### config.mk
export PLATFORM = sky130hd
export DESIGN_NAME = cps_top
export DESIGN_NICKNAME = d
export VERILOG_FILES = /design/src/logic/cps_top.v /design/src/logic/cps_sync2.v /design/src/logic/cps_timer.v
export VERILOG_INCLUDE_DIRS = /design/src /design/src/logic
export SDC_FILE = /design/constraint.sdc
export NUM_CORES = 1
export LEC_CHECK = 0
export BUFFER_PORTS_ARGS = -buffer_cell sky130_fd_sc_hd__buf_2
export CAP_MARGIN = 20
export CORE_MARGIN = 3
export CORE_UTILIZATION = 40
export CTS_CLUSTER_DIAMETER = 120
export DETAILED_ROUTE_END_ITERATION = 10
export PLACE_DENSITY = 0.68
export RECOVER_POWER = 100
export SLEW_MARGIN = 20
export SYNTH_ARGS = -nofsm -noshare
export SYNTH_HDL_FRONTEND = slang
export SYNTH_SLANG_ARGS = --single-unit
### constraint.sdc
create_clock -name core_clk -period 3.4 [get_ports core_clk]
set_input_delay 0.68 -clock core_clk [delete_from_list [all_inputs] [get_ports core_clk]]
set_output_delay 0.68 -clock core_clk [all_outputs]
set_load 0.01 [all_outputs]
### src/logic/cps_regs.vh
// Constants for the charger protection and status control block.
// Assumes a 125 MHz core clock; the safety limit counts seconds, the other counts are in core_clk cycles.
`ifndef CPS_REGS_VH
`define CPS_REGS_VH
// APB register byte offsets
`define CPS_CTRL_OFS       12'h000
`define CPS_STAT_OFS       12'h004
`define CPS_TIMER_OFS      12'h008
// Control field positions
`define CPS_CTRL_ENFAST    0
`define CPS_CTRL_RESET     32'h0000_0000
// Status field positions
`define CPS_ST_CHARGING    0
`define CPS_ST_TMRFAULT    1
`define CPS_ST_SUSPEND     2
`define CPS_ST_BATABSENT   3
`define CPS_ST_SUPPLYOK    4
`define CPS_ST_DIEHOT      5
`define CPS_ST_REDUCED     6
`define CPS_ST_SYNC        7
`define CPS_ST_STEP_LO     8
// Timing, written as printed and converted at 125 MHz (8 ns period)
`define CPS_CLK_NS         8
`define CPS_REFRESH_NS     80
`define CPS_REFRESH_CYC    (`CPS_REFRESH_NS / `CPS_CLK_NS)
`define CPS_STEP_US        1600
`define CPS_STEP_CYC       (`CPS_STEP_US * 1000 / `CPS_CLK_NS)
`define CPS_DET_SHORT_MS   500
`define CPS_DET_SHORT_CYC  (`CPS_DET_SHORT_MS * 125000)
`define CPS_DET_LONG_MS    1000
`define CPS_DET_LONG_CYC   (`CPS_DET_LONG_MS * 125000)
`define CPS_BLINK_MS       1000
`define CPS_BLINK_CYC      (`CPS_BLINK_MS * 125000)
`define CPS_SAFETY_HR      5
`define CPS_SAFETY_SEC     (`CPS_SAFETY_HR * 3600)
`define CPS_SEC_CYC        125000000
`endif

### src/logic/cps_top.v
// Digital supervision of a switch-mode charger: switch gating, safety timer,
// battery detection, fault recovery, open-drain status pins, APB registers.
// Assumes comparator flags are asynchronous and the PWM cycle start is a pin.
`timescale 1ns/1ps
`include "cps_regs.vh"
// Function
// - Sense drop under 5 mV keeps low-side off for the rest of cycle.
// - Averaged sense under 1.25 mV forces non-synchronous operation.
// - In DCM low-side only pulses 80 ns when bootstrap is under 4.2 V.
// - Input overvoltage disables charge and moves system supply to battery.
// - Supply undervoltage lockout holds every function disabled; systemFromBattery still follows input overvoltage and sleep.
// - Battery at or above 105 percent blocks every high-side turn-on.
// - 8 mA discharge sink is on only while charging.
// - Battery overvoltage pauses the safety timer, which later resumes.
// - Charge current above 160 percent turns high-side off until it drops.
// - Die overtemperature stops converter; restart uses soft-start.
// - Die overtemperature pauses the safety timer.
// - Charge only inside thermistor cold/hot limits; else suspend charge and timer.
// - Thermistor in mild cold or warm band cuts current to one eighth.
// - Temperature suspend turns off both converter switches.
// - Timeout above recharge clears when battery drops below, then detection.
// - Power-on reset or enable low clears a latched timer fault.
// - Timeout below recharge applies probe current until battery rises above.
// - Supply-valid pin on when no lockout, no overvoltage, no sleep.
// - Charging needs enable high plus every other condition.
// - Falling edge of enable resets timers and clears latched faults.
// - Undriven enable counts as low; there is no pull-down, so it reads low only while reset is held.
// - Status on charging, off done or sleep, blink on fault conditions.
// - Fast charge entry ramps current limit through eight 1.6 ms steps.
// - Five-hour fast-charge safety timer raises a fault that stops charge.
// - Detection windows of 500 ms or 1 s expiring declare battery present.
module cps_top #(
	parameter [31:0] STEP_CYC      = `CPS_STEP_CYC,
	parameter [31:0] DET_SHORT_CYC = `CPS_DET_SHORT_CYC,
	parameter [31:0] DET_LONG_CYC  = `CPS_DET_LONG_CYC,
	parameter [31:0] BLINK_CYC     = `CPS_BLINK_CYC,
	parameter [31:0] SEC_CYC       = `CPS_SEC_CYC
) (
	// Clock and reset
	input  wire        core_clk,
	input  wire        reset_n,
	// APB slave
	input  wire        psel,
	input  wire        penable,
	input  wire        pwrite,
	input  wire [11:0] paddr,
	input  wire [31:0] pwdata,
	output reg  [31:0] prdata,
	output reg         pready,
	output reg         pslverr,
	// Comparator flags, asynchronous
	input  wire        senseUnder5mv,
	input  wire        senseAvgUnder1p25mv,
	input  wire        bootstrapLow,
	input  wire        inputOvervoltage,
	input  wire        supplyUndervoltageLockout,
	input  wire        cellOvervoltageProtect,
	input  wire        dieOvertempShutdown,
	input  wire        thermistorOutsideLimits,
	input  wire        thermistorMildBand,
	input  wire        overcurrent160,
	input  wire        sleepCondition,
	input  wire        cellAboveRecharge,
	input  wire        cellBelowLowThreshold,
	input  wire        chargeEnable,
	// PWM cycle start and modulator request, same clock
	input  wire        pwmCycleStart,
	input  wire        pwmHighReq,
	// Switch commands and supply path
	output reg         highSideOn,
	output reg         lowSideOn,
	output reg         systemFromBattery,
	output reg         dischargeSinkOn,
	output reg         faultProbeCurrentOn,
	output reg         precharge125mA,
	output reg  [3:0]  currentStep,
	output reg         currentDivBy8,
	// Open-drain pins: output level is always low, enable pulls
	output reg         supplyValidOe,
	output reg         statusOe
);
	localparam ST_OFF    = 6'b000001;
	localparam ST_DETLOW = 6'b000010;
	localparam ST_DETRCH = 6'b000100;
	localparam ST_CHARGE = 6'b001000;
	localparam ST_DONE   = 6'b010000;
	localparam ST_FAULT  = 6'b100000;

	wire sUnder5;
	wire sAvgLow;
	wire sBoot;
	wire sOvIn;
	wire sUvlo;
	wire sCellOv;
	wire sHot;
	wire sTsOut;
	wire sTsMild;
	wire sOc;
	wire sSleep;
	wire sAboveRch;
	wire sBelowLow;
	wire sEnable;
	wire [13:0] asyncVec;
	wire [13:0] syncVec;

	assign asyncVec = {senseUnder5mv, senseAvgUnder1p25mv, bootstrapLow, inputOvervoltage,
		supplyUndervoltageLockout, cellOvervoltageProtect, dieOvertempShutdown,
		thermistorOutsideLimits, thermistorMildBand, overcurrent160, sleepCondition,
		cellAboveRecharge, cellBelowLowThreshold, chargeEnable};
	assign {sUnder5, sAvgLow, sBoot, sOvIn, sUvlo, sCellOv, sHot, sTsOut, sTsMild, sOc,
		sSleep, sAboveRch, sBelowLow, sEnable} = syncVec;

	genvar gi;
	generate
		for (gi = 0; gi < 14; gi = gi + 1) begin : g_sync
			cps_sync2 u_sync (
				.core_clk (core_clk),
				.reset_n  (reset_n),
				.asyncIn  (asyncVec[gi]),
				.syncOut  (syncVec[gi])
			);
		end
	endgenerate

	// Reset value of the sync stage is low, so enable reads as off while reset is held
	reg        enPrev_ff;
	reg [5:0]  state_ff;
	reg [5:0]  nxt_state;
	reg        ctrlFast_ff;
	reg        underLatch_ff;
	reg [3:0]  refresh_ff;
	reg [31:0] secCnt_ff;
	reg [14:0] safetySec_ff;
	reg [31:0] stepCnt_ff;
	reg [31:0] blinkCnt_ff;
	reg        blink_ff;
	reg        chargingPrev_ff;

	wire enFall   = enPrev_ff & ~sEnable;
	wire supplyOk = ~sUvlo & ~sOvIn & ~sSleep;
	wire allowed  = sEnable & supplyOk & ~sHot & ~sTsOut;
	wire charging = (state_ff == ST_CHARGE) & allowed;
	wire timerRun = charging & ~sCellOv;
	wire [31:0] safetyLimit = `CPS_SAFETY_SEC;
	wire safetyDone = ({17'h00000, safetySec_ff} == safetyLimit);

	// Battery detection windows
	wire detLoad = (state_ff != nxt_state);
	wire detLongExp;
	wire detShortExp;

	cps_timer #(.LIMIT(DET_LONG_CYC)) u_det_long (
		.core_clk (core_clk),
		.reset_n  (reset_n),
		.load     (detLoad | enFall),
		.run      (state_ff == ST_DETLOW),
		.expired  (detLongExp),
		.remain   ()
	);

	cps_timer #(.LIMIT(DET_SHORT_CYC)) u_det_short (
		.core_clk (core_clk),
		.reset_n  (reset_n),
		.load     (detLoad | enFall),
		.run      (state_ff == ST_DETRCH),
		.expired  (detShortExp),
		.remain   ()
	);

	always @* begin
		nxt_state = state_ff;
		case (state_ff)
			ST_OFF:
				if (sEnable & supplyOk)
					nxt_state = ST_DETLOW;
			ST_DETLOW:
				if (detLongExp)
					nxt_state = ST_CHARGE;
				else if (sBelowLow)
					nxt_state = ST_DETRCH;
			ST_DETRCH:
				if (sAboveRch)
					nxt_state = ST_DETLOW;              // Battery absent, restart
				else if (detShortExp)
					nxt_state = ST_CHARGE;
			ST_CHARGE:
				if (safetyDone)
					nxt_state = ST_FAULT;
				else if (ctrlFast_ff == 1'b0 && sAboveRch && currentStep == 4'h8)
					nxt_state = ST_DONE;
			ST_DONE:
				if (~sAboveRch)
					nxt_state = ST_DETLOW;
			ST_FAULT:
				if (~sAboveRch)
					nxt_state = ST_FAULT;
				else
					nxt_state = ST_FAULT;
			default:
				nxt_state = ST_OFF;
		endcase
		if (state_ff == ST_FAULT && chargingPrev_ff && ~sAboveRch)
			nxt_state = ST_DETLOW;
		if (~sEnable | sUvlo)
			nxt_state = ST_OFF;
	end

	always @(posedge core_clk or negedge reset_n) begin
		if (!reset_n) begin
			state_ff        <= ST_OFF;
			enPrev_ff       <= 1'b0;
			chargingPrev_ff <= 1'b0;
		end else begin
			state_ff  <= nxt_state;
			enPrev_ff <= sEnable;
			// Remembers that the battery was above recharge while in fault
			if (state_ff != ST_FAULT)
				chargingPrev_ff <= 1'b0;
			else if (sAboveRch)
				chargingPrev_ff <= 1'b1;
		end
	end

	// Safety timer in seconds; pauses rather than restarts
	always @(posedge core_clk or negedge reset_n) begin
		if (!reset_n) begin
			secCnt_ff    <= 32'h0000_0000;
			safetySec_ff <= 15'h0000;
		end else if (enFall || state_ff == ST_OFF || state_ff == ST_DETLOW) begin
			secCnt_ff    <= 32'h0000_0000;
			safetySec_ff <= 15'h0000;
		end else if (timerRun && !safetyDone) begin
			if (secCnt_ff == SEC_CYC - 32'h0000_0001) begin
				secCnt_ff    <= 32'h0000_0000;
				safetySec_ff <= safetySec_ff + 15'h0001;
			end else begin
				secCnt_ff <= secCnt_ff + 32'h0000_0001;
			end
		end
	end

	// Soft-start ramp, restarted on each entry to active charge
	always @(posedge core_clk or negedge reset_n) begin
		if (!reset_n) begin
			stepCnt_ff  <= 32'h0000_0000;
			currentStep <= 4'h0;
		end else if (!charging) begin
			stepCnt_ff  <= 32'h0000_0000;
			currentStep <= 4'h0;
		end else if (currentStep != 4'h8) begin
			if (stepCnt_ff == STEP_CYC - 32'h0000_0001) begin
				stepCnt_ff  <= 32'h0000_0000;
				currentStep <= currentStep + 4'h1;
			end else begin
				stepCnt_ff <= stepCnt_ff + 32'h0000_0001;
			end
		end
	end

	// Low-side gating: the under-current latch clears only at the next cycle start
	wire syncAllowed = ~sAvgLow & ~sUnder5 & ~underLatch_ff;
	wire [31:0] refreshFull = `CPS_REFRESH_CYC;
	always @(posedge core_clk or negedge reset_n) begin
		if (!reset_n) begin
			underLatch_ff <= 1'b0;
			refresh_ff    <= 4'h0;
			highSideOn    <= 1'b0;
			lowSideOn     <= 1'b0;
		end else begin
			// A drop seen on the cycle-start edge still wins over the clear
			if (sUnder5)
				underLatch_ff <= 1'b1;
			else if (pwmCycleStart)
				underLatch_ff <= 1'b0;
			if (!charging || pwmCycleStart)
				refresh_ff <= 4'h0;
			else if (refresh_ff != 4'h0)
				refresh_ff <= refresh_ff - 4'h1;
			else if (~syncAllowed && sBoot && ~pwmHighReq && !lowSideOn)
				refresh_ff <= refreshFull[3:0];
			// Both switches off whenever charging is not allowed
			highSideOn <= charging & pwmHighReq & ~sCellOv & ~sOc;
			lowSideOn  <= charging & ~pwmHighReq &
				(syncAllowed | (refresh_ff != 4'h0));
		end
	end

	// Blink prescaler for the status pin
	always @(posedge core_clk or negedge reset_n) begin
		if (!reset_n) begin
			blinkCnt_ff <= 32'h0000_0000;
			blink_ff    <= 1'b0;
		end else if (blinkCnt_ff == BLINK_CYC - 32'h0000_0001) begin
			blinkCnt_ff <= 32'h0000_0000;
			blink_ff    <= ~blink_ff;
		end else begin
			blinkCnt_ff <= blinkCnt_ff + 32'h0000_0001;
		end
	end

	wire suspendCond = (state_ff == ST_CHARGE) & sEnable & supplyOk & (sHot | sTsOut);
	wire absentCond  = (state_ff == ST_DETRCH) & sAboveRch;
	wire blinkCond   = suspendCond | (state_ff == ST_FAULT) | (sOvIn & ~sUvlo) | absentCond;

	always @(posedge core_clk or negedge reset_n) begin
		if (!reset_n) begin
			systemFromBattery   <= 1'b0;
			dischargeSinkOn     <= 1'b0;
			faultProbeCurrentOn <= 1'b0;
			precharge125mA      <= 1'b0;
			currentDivBy8       <= 1'b0;
			supplyValidOe       <= 1'b0;
			statusOe            <= 1'b0;
		end else begin
			systemFromBattery   <= sOvIn | sSleep;
			dischargeSinkOn     <= charging;
			faultProbeCurrentOn <= (state_ff == ST_FAULT) & ~sAboveRch
				& ~chargingPrev_ff & ~sUvlo;
			precharge125mA      <= (state_ff == ST_DETRCH) & allowed;
			currentDivBy8       <= charging & sTsMild;
			supplyValidOe       <= supplyOk;
			if (sUvlo || sSleep)
				statusOe <= 1'b0;
			else if (blinkCond)
				statusOe <= blink_ff;
			else
				statusOe <= charging;
		end
	end

	// APB slave: zero wait states, unmapped addresses error
	wire [31:0] statusWord = {16'h0000, 4'h0, currentStep, syncAllowed, currentDivBy8, sHot,
		supplyValidOe, absentCond, suspendCond, (state_ff == ST_FAULT), charging};
	wire apbAccess = psel & penable;
	wire hitCtrl   = (paddr == `CPS_CTRL_OFS);
	wire hitStat   = (paddr == `CPS_STAT_OFS);
	wire hitTimer  = (paddr == `CPS_TIMER_OFS);

	always @(posedge core_clk or negedge reset_n) begin
		if (!reset_n) begin
			ctrlFast_ff <= 1'b0;
			prdata      <= 32'h0000_0000;
			pready      <= 1'b0;
			pslverr     <= 1'b0;
		end else begin
			pready  <= psel & ~penable;
			pslverr <= psel & ~penable & ~(hitCtrl | hitStat | hitTimer);
			if (apbAccess && pready && pwrite && hitCtrl)
				ctrlFast_ff <= pwdata[`CPS_CTRL_ENFAST];
			if (psel && !penable && !pwrite) begin
				if (hitCtrl)
					prdata <= {31'h00000000, ctrlFast_ff};
				else if (hitStat)
					prdata <= statusWord;
				else if (hitTimer)
					prdata <= {17'h00000, safetySec_ff};
				else
					prdata <= 32'h0000_0000;
			end
		end
	end
endmodule

### src/logic/cps_sync2.v
// Two-stage synchroniser for one asynchronous level.
// Assumes the input may change at any time relative to core_clk.
`timescale 1ns/1ps
module cps_sync2 (
	// Clock and reset
	input  wire core_clk,
	input  wire reset_n,
	// Level in and out
	input  wire asyncIn,
	output reg  syncOut
);
	reg stageOne_ff;

	always @(posedge core_clk or negedge reset_n) begin
		if (!reset_n) begin
			stageOne_ff <= 1'b0;
			syncOut     <= 1'b0;
		end else begin
			stageOne_ff <= asyncIn;
			syncOut     <= stageOne_ff;
		end
	end
endmodule

### src/logic/cps_timer.v
// Down-counter with load, pause and expiry pulse; used for the battery detection windows.
// Assumes load and run come from core_clk logic.
`timescale 1ns/1ps
module cps_timer #(
	parameter [31:0] LIMIT = 32'h0000_0010
) (
	// Clock and reset
	input  wire        core_clk,
	input  wire        reset_n,
	// Control
	input  wire        load,
	input  wire        run,
	// Result
	output reg         expired,
	output wire [31:0] remain
);
	reg [31:0] count_ff;

	assign remain = count_ff;

	always @(posedge core_clk or negedge reset_n) begin
		if (!reset_n) begin
			count_ff <= 32'h0000_0000;
			expired  <= 1'b0;
		end else if (load) begin
			count_ff <= LIMIT;
			expired  <= 1'b0;
		end else if (run && count_ff != 32'h0000_0000) begin
			count_ff <= count_ff - 32'h0000_0001;
			expired  <= (count_ff == 32'h0000_0001);
		end else begin
			expired  <= 1'b0;
		end
	end
endmodule

==> impl_metrics.env <==
export IMPL_worstSkewPairLatency_ns=0.53
export IMPL_critPathKind="flip-flop to flip-flop"
export IMPL_start_kind="flip-flop"
export IMPL_syn_avg_cell_area_um2=9.80
export IMPL_cts_setup_buffers=0
export IMPL_rrSetupSlack_ns=0.30
export IMPL_clock_path_buffers=3
export IMPL_cts_tree="done"
export IMPL_synth_top_area_share_pct=50.4
export IMPL_viasPerCell=5.42
export IMPL_dp_cells=1695
export IMPL_drtIter0Drc=529
export IMPL_nFillCells=2814
export IMPL_p_leak_uw=0.00549
export IMPL_maxSlewViolCount=92
export IMPL_hpwlAfterDp_um=18400
export IMPL_cts_root_buf="clkbuf_16"
export IMPL_max_stage_delay_ns=0.65
export IMPL_antenna_found_initial=0
export IMPL_setup_violations=0
export IMPL_drive_above_1_share_pct=8.64
export IMPL_drc=0
export IMPL_ant_nets=0
export IMPL_timing_rr_end="secCnt_ff[25]"
export IMPL_synth_edf_count=0
export IMPL_fmax_mhz=323
export IMPL_min_path_type="input port to flip-flop"
export IMPL_final_hold_viol_count=0
export IMPL_cts_resized_gates=0
export IMPL_die_y_um=182
export IMPL_rsz0062_at_grt="false"
export IMPL_postCtsHoldBufs=0
export IMPL_cts_max_level=1
export IMPL_ys_flop_type="dfrtp_1"
export IMPL_grtUsageTotal_pct=16.0
export IMPL_ys_ff_latch=250
export IMPL_synth_distinct_cells=76
export IMPL_pin_count=112
export IMPL_grt_max_degree=93
export IMPL_clock_sinks=250
export IMPL_rows=63
export IMPL_drv_cap=1
export IMPL_arrival_ns=3.55
export IMPL_die_area_um2=33100
export IMPL_synthCells=1262
export IMPL_finClkSkew_ns=0.0130
export IMPL_violations="max-capacitance violations, max-slew violations"
export IMPL_totalWireLength_um=26800
export IMPL_hold_path_cell_count=1
export IMPL_fin_nets=1411
export IMPL_grt_ovfl_total=0
export IMPL_clkTransAtPathRegs_ns=0.06
export IMPL_syn_to_final_growth_pct=12.8
export IMPL_synth_common_cells="249 x dfrtp_1, 143 x nor2_1, 99 x nand2_1"
export IMPL_start_util_pct=41.2
export IMPL_min_from="senseAvgUnder1p25mv"
export IMPL_fin_tns_setup_ns=0
export IMPL_synthTopCellsByArea="dfrtp_1 50%, xnor2_1 5.4%, xor2_1 4.7%"
export IMPL_finalCritPeriodShare_pct=91.0
export IMPL_slew_headroom_pct=-54.7
export IMPL_reg2reg_from="g_sync[9].u_sync.syncOut"
export IMPL_powerDensity_nw_per_um2=449
export IMPL_grt_pass1_wl_um=45400
export IMPL_grt_pass1_vias=9167
export IMPL_crit_path_end_kind="flip-flop"
export IMPL_gp_congestion=0.834
export IMPL_dr_pass1_iters=6
export IMPL_post_synth_top_area_cell="dfrtp_1"
export IMPL_yosys_warnings=0
export IMPL_synth_area_um2=12400
export IMPL_cts_made_buffers=27
export IMPL_multi_input_comb_area_um2=5680
export IMPL_n_antenna_cell=0
export IMPL_slowest_stage="or4b_1"
export IMPL_synth_most_common_cell="dfrtp_1"
export IMPL_r2r_cells=6
export IMPL_synthArstFlopShare_pct=100
export IMPL_ys_seq_area_share_pct=50.6
export IMPL_fin_cells=1744
export IMPL_regArea_um2=6260
export IMPL_crit_path_cell_trace="or4b_1, nand4b_1, o31ai_4, nand3_1, or3_1, a21oi_1"
export IMPL_status="complete, but fails checks"
export IMPL_path_max_fanout=9
export IMPL_vias=9452
export IMPL_ir_drop_uv=322
export IMPL_worstMarginPinSlew_ns=2.32
export IMPL_coreArea_um2=30000
export IMPL_critPathRequiredTime_ns=3.86
export IMPL_portBuffers=63
export IMPL_die_x_um=182
export IMPL_wl_per_cell_um=15.4
export IMPL_min_to="g_sync[12].u_sync.stageOne_ff"
export IMPL_min_period_ns=3.10
stage by stage:
stage	power [µW]	util [%]	cell area, µm²	hold slack (ns)	setup slack, ns
2_1_floorplan	3140	-	12400	0.331	0.821
3_3_place_gp	3250	43.8	13100	0.334	0.441
3_5_place_dp	3260	43.8	13100	0.335	0.415
4_1_cts	6350	46.9	14100	0.192	0.390
5_1_grt	6490	46.4	13900	0.238	0.0945
6_report	6270	46.4	13900	0.256	0.305
state kept, by name, summed over array words and instances, names as in the netlist, 4 cells and up:
register	count
blinkCnt_ff	32
currentStep	4
g_sync.u_sync.stageOne_ff	14
g_sync.u_sync.syncOut	14
prdata	15
refresh_ff	4
safetySec_ff	15
secCnt_ff	32
state_ff	6
stepCnt_ff	32
u_det_long.remain	32
u_det_short.remain	32
area by class of cell:
class | count | area share (%)
clock inverters | 15 | 1.35
repair buffers | 88 | 3.30
inverters | 32 | 0.861
multi-input cells | 935 | 40.7
clock buffers | 34 | 5.39
flip-flops and latches | 250 | 44.9
well taps | 390 | 3.50
power by group:
part,switching (µW),internal (µW)
sequential,17.9,3000
combinational,135,40.3
clock,1210,1870
total,1360,4910
cells by family after synthesis:
| logic type | count (synthesis) | synth area share, % |
|---|---|---|
| simple gates | 626 | 26.9 |
| fa+ha+maj | 12 | 1.21 |
| xor+xnor | 143 | 10.1 |
| flops | 250 | 50.6 |
| other cells | 1 | 0.0303 |
| mux | 3 | 0.253 |
| compound gates | 134 | 7.25 |
| buf+inv | 93 | 3.66 |
critical path, delay by kind of cell, from the launching register on:
| family | cells | cell delay (ns) |
|---|---|---|
| and+or+nand+nor | 4 | 1.97 |
| AOI/OAI and AO/OA | 2 | 0.62 |
| DFF | 1 | 0.44 |
worst max-delay path by stage:
stage / start / slack, ns / end
2_1_floorplan: safetySec_ff[0] / 0.82 / u_det_long.remain[12]
3_3_place_gp: state_ff[3] / 0.44 / u_det_long.remain[1]
3_5_place_dp: state_ff[3] / 0.41 / u_det_short.remain[18]
5_1_grt: g_sync[9].u_sync.syncOut / 0.09 / stepCnt_ff[31]
6_report: g_sync[9].u_sync.syncOut / 0.30 / secCnt_ff[25]
4_1_cts: state_ff[3] / 0.39 / u_det_short.remain[18]
cells in the final DEF (no fill, tap or decap), types with 4 or more instances in the layout:
cell type,instances
buf_4,14
nor2_1,143
conb_1,17
dfrtp_1,249
nand2_1,99
a211oi_1,4
a21oi_1,27
and3_1,18
nor2b_1,9
nand2b_1,12
clkinv_2,7
nand3_1,83
clkbuf_8,5
and2_1,6
or4_1,16
nand4_1,32
xnor2_1,76
nor4_1,34
clkbuf_16,27
inv_1,32
nor4b_1,10
xor2_1,67
o31ai_1,10
o21ai_0,46
nand3b_1,4
and4_1,10
bufinv_16,4
or3_1,30
a22oi_1,12
buf_2,31
ha_1,12
nor3_1,90
clkbuf_1,40
metal layers:
metal	track usage [%]	wire length (µm)	vias up
met2	26.2	12400	194
met1	22.6	12800	4636
li1	-	-	4584
met5	0	0	-
met3	2.32	1120	38
met4	3.35	568	0
No activity file was read; power rests on OpenSTA's default activity.
